## src/hdl/rate_pkg.sv

```systemverilog
package rate_pkg;

	// ==========================================================
	// Register map (byte addresses, one aligned word each)
	localparam logic [4:0] OFS_RATE_CONTROL      = 5'h00;
	localparam logic [4:0] OFS_TRANSMIT_CONTROL  = 5'h04;
	localparam logic [4:0] OFS_RECEIVE_CONTROL   = 5'h08;
	localparam logic [4:0] OFS_DIVISOR_LOW_BYTE  = 5'h0C;
	localparam logic [4:0] OFS_DIVISOR_HIGH_BYTE = 5'h10;

	// ==========================================================
	// Field positions
	localparam int RC_IDLE_BIT     = 6;
	localparam int RC_POLARITY_BIT = 4;
	localparam int RC_WIDE_BIT     = 3;
	localparam int TC_CLOCKED_BIT  = 4;
	localparam int TC_HIGH_BIT     = 2;

	// ==========================================================
	// Writable masks and reset values
	localparam logic [7:0] RATE_CONTROL_WMASK     = 8'h18;
	localparam logic [7:0] TRANSMIT_CONTROL_WMASK = 8'hFD;
	localparam logic [7:0] RECEIVE_CONTROL_WMASK  = 8'hF8;
	localparam logic [7:0] REG_RESET              = 8'h00;
	localparam logic [7:0] TC_EMPTY_READ          = 8'h02;

	// ==========================================================
	// Prescale multipliers
	localparam int         PRE_W          = 6;
	localparam logic [5:0] PRE_LAST_X64   = 6'h3F;
	localparam logic [5:0] PRE_LAST_X16   = 6'h0F;
	localparam logic [5:0] PRE_LAST_X4    = 6'h03;
	localparam logic [5:0] PRE_RESET      = 6'h00;
	localparam logic [15:0] TIMER_RESET   = 16'h0000;

	// ==========================================================
	// Configuration carried to the serial logic
	typedef struct packed {
		logic clocked_mode;
		logic wide_divider_select;
		logic high_rate_select;
		logic clock_polarity;
	} rate_cfg_t;

endpackage : rate_pkg

```

## src/hdl/baud_rate_divider.sv

```systemverilog
// What this block does
// - One rate timer, 8 or 16 bits wide, serves both serial modes.
// - After reset the timer is 8 bits wide; the wide select makes it 16.
// - The timer runs freely with its period set by the divisor bytes.
// - In asynchronous mode the multiplier follows high rate and width.
// - In clocked mode the high rate select is ignored.
// - A write to either divisor byte clears the timer at once.
// - Asynchronous, 8 bit, low rate: clock over 64 times divisor plus one.
// - Asynchronous, 16 bit, low rate: clock over 16 times divisor plus one.
// - Clocked mode, any width: clock over 4 times divisor plus one.
// - At 16 bits the divisor is the high byte above the low byte; at 8 bits it is the low byte alone.
//
// Register access over Avalon-MM and the register addresses were decided locally.
`timescale 1ns/10ps
`default_nettype none

module baud_rate_divider
	import rate_pkg::*;
(
	input  wire logic        clk_sys_i,
	input  wire logic        reset_i,
	input  wire logic [4:0]  avs_address_i,
	input  wire logic        avs_read_i,
	input  wire logic        avs_write_i,
	input  wire logic [31:0] avs_writedata_i,
	output logic      [31:0] avs_readdata_o,
	output logic             avs_waitrequest_o,
	input  wire logic        receiver_idle_i,
	input  wire logic        transmit_empty_i,
	output logic             rate_tick_o,
	output rate_cfg_t        rate_cfg_o
);

	// ==========================================================
	// Bus slave handshake
	typedef enum logic [0:0] {
		BUS_IDLE   = 1'b0,
		BUS_ANSWER = 1'b1
	} bus_state_t;

	bus_state_t  bus_state_q;
	logic        ack;
	logic        req;
	logic        wr_take;
	logic [31:0] rdata_q;

	// Every access waits one cycle so read data can come from a flip-flop
	// loaded at the edge that first sees the request
	assign req               = avs_read_i | avs_write_i;
	assign ack               = (bus_state_q == BUS_ANSWER);
	assign avs_waitrequest_o = req & ~ack;
	assign wr_take           = avs_write_i & ack;
	assign avs_readdata_o    = rdata_q;

	always_ff @(posedge clk_sys_i) begin
		if (reset_i) begin
			bus_state_q <= BUS_IDLE;
		end else begin
			unique case (bus_state_q)
				BUS_IDLE: begin
					if (req) begin
						bus_state_q <= BUS_ANSWER;
					end
				end
				BUS_ANSWER: begin
					bus_state_q <= BUS_IDLE;
				end
			endcase
		end
	end

	// ==========================================================
	// Address decode
	logic sel_rate;
	logic sel_tx;
	logic sel_rx;
	logic sel_low;
	logic sel_high;

	assign sel_rate = (avs_address_i == OFS_RATE_CONTROL);
	assign sel_tx   = (avs_address_i == OFS_TRANSMIT_CONTROL);
	assign sel_rx   = (avs_address_i == OFS_RECEIVE_CONTROL);
	assign sel_low  = (avs_address_i == OFS_DIVISOR_LOW_BYTE);
	assign sel_high = (avs_address_i == OFS_DIVISOR_HIGH_BYTE);

	// ==========================================================
	// Software registers
	logic [7:0] rate_control_q;
	logic [7:0] transmit_control_q;
	logic [7:0] receive_control_q;
	logic [7:0] divisor_low_byte_q;
	logic [7:0] divisor_high_byte_q;
	logic [7:0] wbyte;

	assign wbyte = avs_writedata_i[7:0];

	always_ff @(posedge clk_sys_i) begin
		if (reset_i) begin
			rate_control_q <= REG_RESET;
		end else if (wr_take && sel_rate) begin
			rate_control_q <= wbyte & RATE_CONTROL_WMASK;
		end
	end

	always_ff @(posedge clk_sys_i) begin
		if (reset_i) begin
			transmit_control_q <= REG_RESET;
		end else if (wr_take && sel_tx) begin
			transmit_control_q <= wbyte & TRANSMIT_CONTROL_WMASK;
		end
	end

	always_ff @(posedge clk_sys_i) begin
		if (reset_i) begin
			receive_control_q <= REG_RESET;
		end else if (wr_take && sel_rx) begin
			receive_control_q <= wbyte & RECEIVE_CONTROL_WMASK;
		end
	end

	always_ff @(posedge clk_sys_i) begin
		if (reset_i) begin
			divisor_low_byte_q <= REG_RESET;
		end else if (wr_take && sel_low) begin
			divisor_low_byte_q <= wbyte;
		end
	end

	always_ff @(posedge clk_sys_i) begin
		if (reset_i) begin
			divisor_high_byte_q <= REG_RESET;
		end else if (wr_take && sel_high) begin
			divisor_high_byte_q <= wbyte;
		end
	end

	// ==========================================================
	// Read data path
	// Status bits come straight from the serial logic, not from storage
	logic [7:0] rbyte;

	always_comb begin
		rbyte = 8'h00;
		if (sel_rate) begin
			rbyte = rate_control_q;
			rbyte[RC_IDLE_BIT] = receiver_idle_i;
		end else if (sel_tx) begin
			rbyte = transmit_control_q;
			if (transmit_empty_i) begin
				rbyte = rbyte | TC_EMPTY_READ;
			end
		end else if (sel_rx) begin
			rbyte = receive_control_q;
		end else if (sel_low) begin
			rbyte = divisor_low_byte_q;
		end else if (sel_high) begin
			rbyte = divisor_high_byte_q;
		end
	end

	always_ff @(posedge clk_sys_i) begin
		if (reset_i) begin
			rdata_q <= 32'h0000_0000;
		end else if (avs_read_i && !ack) begin
			rdata_q <= {24'h00_0000, rbyte};
		end
	end

	// ==========================================================
	// Mode selection
	logic clocked_mode;
	logic wide_divider_select;
	logic high_rate_select;
	logic clock_polarity;

	assign clocked_mode        = transmit_control_q[TC_CLOCKED_BIT];
	assign high_rate_select    = transmit_control_q[TC_HIGH_BIT];
	assign wide_divider_select = rate_control_q[RC_WIDE_BIT];
	assign clock_polarity      = rate_control_q[RC_POLARITY_BIT];

	always_ff @(posedge clk_sys_i) begin
		if (reset_i) begin
			rate_cfg_o <= '0;
		end else begin
			rate_cfg_o.clocked_mode        <= clocked_mode;
			rate_cfg_o.wide_divider_select <= wide_divider_select;
			rate_cfg_o.high_rate_select    <= high_rate_select;
			rate_cfg_o.clock_polarity      <= clock_polarity;
		end
	end

	// ==========================================================
	// Multiplier: last prescale count
	logic [PRE_W-1:0] pre_last;

	always_comb begin
		pre_last = PRE_LAST_X64;
		if (clocked_mode) begin
			pre_last = PRE_LAST_X4;
		end else begin
			unique case ({wide_divider_select, high_rate_select})
				2'b00: pre_last = PRE_LAST_X64;
				2'b01: pre_last = PRE_LAST_X16;
				2'b10: pre_last = PRE_LAST_X16;
				2'b11: pre_last = PRE_LAST_X4;
			endcase
		end
	end

	// ==========================================================
	// Divisor value
	// Narrow mode drops the high byte so a stale value cannot stretch it
	logic [15:0] divisor;

	always_comb begin
		if (wide_divider_select) begin
			divisor = {divisor_high_byte_q, divisor_low_byte_q};
		end else begin
			divisor = {8'h00, divisor_low_byte_q};
		end
	end

	// ==========================================================
	// Free running rate timer
	logic [PRE_W-1:0] pre_q;
	logic [15:0]      timer_q;
	logic             div_write;
	logic             pre_wrap;
	logic             timer_wrap;

	// Compares use >= so a mode change mid count wraps at once
	// instead of running on to overflow
	assign div_write  = wr_take & (sel_low | sel_high);
	assign pre_wrap   = (pre_q >= pre_last);
	assign timer_wrap = pre_wrap & (timer_q >= divisor);

	always_ff @(posedge clk_sys_i) begin
		if (reset_i) begin
			pre_q <= PRE_RESET;
		end else if (div_write || pre_wrap) begin
			pre_q <= PRE_RESET;
		end else begin
			pre_q <= pre_q + 6'd1;
		end
	end

	always_ff @(posedge clk_sys_i) begin
		if (reset_i) begin
			timer_q <= TIMER_RESET;
		end else if (div_write || timer_wrap) begin
			timer_q <= TIMER_RESET;
		end else if (pre_wrap) begin
			timer_q <= timer_q + 16'd1;
		end
	end

	always_ff @(posedge clk_sys_i) begin
		if (reset_i) begin
			rate_tick_o <= 1'b0;
		end else begin
			// A divisor write drops the tick of the period it cuts short
			rate_tick_o <= timer_wrap & ~div_write;
		end
	end

endmodule : baud_rate_divider

`default_nettype wire

```

## config.mk

```make
export PLATFORM = sky130hd
export DESIGN_NAME = baud_rate_divider
export DESIGN_NICKNAME = d
export VERILOG_FILES = /design/src/hdl/rate_pkg.sv /design/src/hdl/baud_rate_divider.sv
export SDC_FILE = /design/constraint.sdc
export NUM_CORES = 1
export LEC_CHECK = 0
export ABC_AREA = 1
export CORE_AREA = 8 8 119 121
export CTS_CLUSTER_DIAMETER = 150
export DETAILED_ROUTE_END_ITERATION = 16
export DIE_AREA = 0 0 127 129
export DONT_BUFFER_PORTS = 1
export PLACE_DENSITY = 0.49
export SKIP_LAST_GASP = 1
export SLEW_MARGIN = 20
export SYNTH_ARGS = -nofsm -noshare
export SYNTH_HDL_FRONTEND = slang
export SYNTH_SLANG_ARGS = --single-unit
```

## constraint.sdc

```tcl
create_clock -name clk_sys_i -period 2 [get_ports clk_sys_i]
set_input_delay 0.1 -clock clk_sys_i [delete_from_list [all_inputs] [get_ports clk_sys_i]]
set_output_delay 0.1 -clock clk_sys_i [all_outputs]
set_load 0.05 [all_outputs]
```

**Word level (Yosys, flattened, before mapping)**

Cells that the tools add are included.

- Add/sub/neg operators: 2
- $mul: 0
- Divide/modulo/power cells: 0
- $lt $le $gt $ge: 2
- Equality and inequality tests: 7
- Shift-type cells: 0
- Muxes and demuxes: 11
- Bitwise gates (word level): 9
- Reduce and logical (&&, ||, !) cells: 14

Operators with widths:

| cell | count |
|---|---|
| two-way mux 8 bit | 5 |
| one-hot mux 6 bit (3 select lines) | 1 |
| adder 16 x 1 -> 16 bit (second input constant) | 1 |
| greater-or-equal comparator 16 bit | 1 |
| two-way mux 16 bit | 1 |
| equality test 5 x 4 -> 1 bit (second input constant) | 2 |
| adder 6 x 1 -> 6 bit (second input constant) | 1 |
| greater-or-equal comparator 6 bit | 1 |
| logical AND 1 bit | 6 |
| two-way mux 6 bit | 1 |
| OR reduction 2 bit | 3 |
| bitwise AND 1 bit | 5 |
| equality test 5 x 3 -> 1 bit (second input constant) | 1 |
| equality test 5 bit (second input constant) | 1 |
| zero test 5 bit | 1 |
| equality test 2 bit (second input constant) | 2 |
| equality test 2 x 1 -> 1 bit (second input constant) | 1 |
| zero test 2 bit | 1 |
| logical OR 1 bit | 2 |
| two-way mux 2 bit | 1 |
| NOT 1 bit | 2 |
| OR 1 bit | 2 |
| one-hot mux 1 bit (2 select lines) | 1 |
| zero test 1 bit | 1 |
| two-way mux 1 bit | 1 |

- Flip-flop bits (word level): 66
- Latch bits: 0
- Bits in writable memories: 0
- Memory bits (read-only): 0
- Input bits: 43
- Output and inout port bits: 38
- Logic and storage cells: 59
- Memories: 0

**Longest topological paths before layout**

- Depth in word-level cells: 8
- Gate-level depth with buffers: 15
- Gate-level depth less buffers: 14

**Least setup slack after synthesis**

OpenSTA, ideal clock, no wires.

- Path type: register to register
- Start point: register rate_control_q[3]
- End point: register pre_q[2]
- Library setup time: 0.073 ns
- Data arrival time: 2.017 ns
- Required time: 1.927 ns
- Slack: -0.090 ns
- Cell stages (with the launch flop): 13
- Buffers on the path: 2
- Period minus slack after synthesis: 2.090 ns
- Path through: dfxtp_1 -> clkbuf_1 -> inv_1 -> o21ai_0 -> ha_1 -> nand2_1 -> inv_1 -> o21ai_1 -> nand3_1 -> buf_2 -> inv_1 -> nand2_1 -> nor3b_2

- Cells in the longest elaborated chain, start to end: 7
- Elaborated cells between the ends (all ways): 10
- Those cells by class: 1 x order compare; 3 x eq/ne; 2 x mux; 4 x reduce/logical

RTL lines:

| item | RTL line | RTL |
|---|---|---|
| from (decl) | baud_rate_divider.sv:88 | `logic [7:0] rate_control_q;` |
| from (signal assigned) | baud_rate_divider.sv:101 | `rate_control_q <= wbyte & RATE_CONTROL_WMASK;` |
| equality test 2 bit or equality test 2 x 1 -> 1 bit (tied branches) | baud_rate_divider.sv:201 | `unique case ({wide_divider_select, high_rate_select})` |
| OR reduction 2 bit (no source line) | - |  |
| one-hot mux 6 bit (3 select lines) (*) | baud_rate_divider.sv:201 |  |
| two-way mux 6 bit (*) | baud_rate_divider.sv:198 | `if (clocked_mode) begin` |
| greater-or-equal comparator 6 bit (*) | baud_rate_divider.sv:234 | `assign pre_wrap = (pre_q >= pre_last);` |
| logical OR 1 bit (*) | baud_rate_divider.sv:240 | `end else if (div_write \|\| pre_wrap) begin` |
| OR reduction 2 bit (no source line) (*) | - |  |
| to (signal assigned) | baud_rate_divider.sv:243 | `pre_q <= pre_q + 6'd1;` |
| to (decl) | baud_rate_divider.sv:225 | `logic [PRE_W-1:0] pre_q;` |

Every way passes the cells marked *; elsewhere a longest branch is shown, timed or not. The select of a mux whose other input is x is not followed.
A chain may end at the register's enable or synchronous reset.

**Final worst setup path**

- Start point: register rate_control_q[3]
- End point: register timer_q[0]

- Cells in the longest elaborated chain, start to end: 8
- Elaborated cells between the ends (all ways): 13
- Those cells by class: 2 x order compare; 3 x eq/ne; 3 x mux; 1 x bitwise; 4 x reduce/logical

RTL lines:

| item | RTL line | RTL |
|---|---|---|
| equality test 2 bit or equality test 2 x 1 -> 1 bit (tied branches) | baud_rate_divider.sv:201 |  |
| OR reduction 2 bit (no source line) | - |  |
| one-hot mux 6 bit (3 select lines) | baud_rate_divider.sv:201 |  |
| two-way mux 6 bit | baud_rate_divider.sv:198 |  |
| greater-or-equal comparator 6 bit | baud_rate_divider.sv:234 |  |
| bitwise AND 1 bit | baud_rate_divider.sv:235 | `assign timer_wrap = pre_wrap & (timer_q >= divisor);` |
| logical OR 1 bit | baud_rate_divider.sv:250 | `end else if (div_write \|\| timer_wrap) begin` |
| OR reduction 2 bit (no source line) | - |  |
| to (signal assigned) | baud_rate_divider.sv:253 | `timer_q <= timer_q + 16'd1;` |
| to (decl) | baud_rate_divider.sv:226 | `logic [15:0] timer_q;` |

Parallel ways exist; a longest one is shown, timed or not. The select of a mux whose other input is x is not followed.

==> metrics.txt <==
WP data arrival=roughly 2.1 ns; syn_area_per_cell=7.17 um^2; Routed WL per cell=13.3 um; layout cell share with drive strength beyond 1=0.102; CP Max Fanout=8; Clock Sink Count=66; Ant. Diodes=0; critical path depth in cells=11; grt ovf=0; Crit path max-delay family=buffers and inverters; CP Class=flop to flop; Routed WL=8990 um; status=finished clean; Worst Hold Slack=0.0152 ns; CP peak stage delay=roughly 0.33 ns; Reg clk slew, reported paths=0.06 ns; Post-DP HPWL=6640 um; die area=16400 um^2; Post-synth top flop=dfxtp_1; CP max stage cell=dfxtp_2; Rel. slew slack=0.560; Setup Viol. Count Final=0; largest net degree at the start of global routing=26; RSZ-0062 raised after global routing=yes; Tightest Pin Transition=between 0.6 and 0.7 ns; FF+latch count, synth=66; crit share post-route=0.937; Ys Warns=0; first drt pass iteration count=4; VDD IR max=362 uV; total chip power=between 3 and 4 mW; Post-synth ARST share=0; critical path capture point type=flop; Final Critical Period=1.87 ns; first-iteration detailed-routing DRC count=144; CP cell instances=inv_2 > buf_6 > nand3_4 > ha_4 > a21oi_1 > nand3_4 > buf_6 > buf_4 > xor2_1 > inv_1 > nor2_1; Final nets=587; Pwr Density=~800 nW/um^2; cell row count=a little over 40; R2R cell count=11; fill count=between 1000 and 1500; dpl cell area=between 3000 and 4000 um^2; mean number of vias per cell=4.54; Num CTS Buffers=9; DR DRC count=0; Maximum Capacitance Violations=0; core area=12300 um^2; CTS Root Cell=clkbuf_16; clk_lat worst skew=0.33 ns; GRT Util Overall=0.110; initial antenna violation count=0; num ports=roughly 80; Slew Viols, Final=0; design area=4260 um^2; CP required=2.22 ns; Distinct cells, synth=30; largest cells by area after synthesis=dfxtp_1 (37%), nand2_1 (9.1%), nor2_1 (8.4%), ha_1 (7.7%), inv_1 (6.6%); CTS HTree Levels=3; Mapped Area=3570 um^2; Final Hold Fails=0; skew final=0.00504 ns; GPL Wtd Cong=0.765; post-synth top area share=0.370; sequential fraction of the synthesis area=0.370; EDFF count, synth=0; CTS tree=built; Post-Syn Instances=498; most frequent cells in the layout=nand2_1 (85), nor2_1 (79), dfxtp_1 (65); hold path cells=2; first-pass GRT wire length=about 14000 um; Post-DRT Antenna Nets=0; crit path launch type=flop; Yosys top cell by area=dfxtp_1; Worst Hold Class=input port to flop; leak pwr=about 1.8 nW; Initial Util=0.290; Die X=around 130 um; synth-to-layout area growth=19.2%; CP bufs+invs=5; IO Port Bufs=0; die height=~130 um; Post-Route Utilization=0.346; DR vias=3073; vias in the first global route=about 2900; clk buf depth=2; max frequency=0.533 GHz; commonest non-fill, non-tap cell in the layout=nand2_1
-- registers in the layout, indices dropped and copies added, names as in the netlist --
signal / flops
rate_tick_o: 1
divisor_high_byte_q: 8
divisor_low_byte_q: 8
pre_q: 6
receive_control_q: 5
ack: 1
avs_readdata_o: 8
rate_control_q: 2
timer_q: 16
transmit_control_q: 7
rate_cfg_o: 4
-- final cells by class --
class	instances	area (um^2)	area share
Clock buffer	10	229	0.0538
Clock inverter	6	114	0.0267
Inverter	63	236	0.0555
Multi-Input combinational cell	359	1950	0.458
Sequential cell	66	1320	0.311
Tap cell	150	188	0.0441
Timing Repair Buffer	23	218	0.0511
-- cell families (layout without fill, tap and decap cells) --
| family | Yosys count | after routing | synth area share |
|---|---|---|---|
| fa+ha+maj | 22 | 22 | 0.0771 |
| xor+xnor | 14 | 14 | 0.0343 |
| flops | 66 | 66 | 0.370 |
| simple gates | 215 | 216 | 0.267 |
| buf+inv | 97 | 102 | 0.130 |
| compound gates | 83 | 83 | 0.121 |
| other cells | 1 | 24 | 0.00105 |
-- final timing paths --
check / slack, ns / end / startpoint
setup / recovery: 0.13 / timer_q[0] / rate_control_q[3]
hold / removal: 0.02 / rate_control_q[3] / avs_writedata_i[3]
setup reg to reg: 0.13 / timer_q[0] / rate_control_q[3]
hold reg to reg: 0.45 / rate_cfg_o[0] / rate_control_q[4]
-- cells in the mapped netlist (all sizes together), types with 2 or more instances --
library cell and n:
nand4 6, dfxtp 66, nand3b 2, nor3 10, clkbuf 5, buf 29
o221ai 2, nand2 90, o21ai 41, ha 22, nor2 83, inv 63
nand3 22, xnor2 3, a21oi 37, xor2 11
-- where the power goes --
part / total, mW / switching, mW / internal, mW / leakage (nW)
Sequential: 1.36 / 0.0288 / 1.33 / 0.533
Clock: 1.82 / 0.601 / 1.22 / 0.159
Combinational: 0.242 / 0.191 / 0.0504 / 1.09
-- metal layers --
metal,GRT usage,wire [um],vias to the layer above
met5,0,0,-
met4,0.0406,139,0
met3,0.0335,464,13
met2,0.185,4340,59
met1,0.130,4050,1393
li1,-,-,1608
-- metrics by stage --
stage | TNS [ns] | setup slack, ns | cells
after floorplan | 0 | 0.0219 | 521
after global placement | 0 | 0.0340 | 645
after detailed placement | 0 | 0.0115 | 645
after CTS | 0 | 0.0604 | 673
after global routing | -0.446 | -0.0459 | 677
final | 0 | 0.125 | 677
-- repair_timing --
| action | CTS | global route |
|---|---|---|
| setup endpoints to repair | 5 | 19 |
| cloned | 0 | 2 |
| hold buffers | 12 | 0 |
| pin swaps | 0 | 6 |
| gates resized for setup | 1 | 26 |
| setup buffers | 0 | 2 |
| hold endpoints to repair | 41 | 0 |
Note: power is estimated with default switching activity, not from simulation.
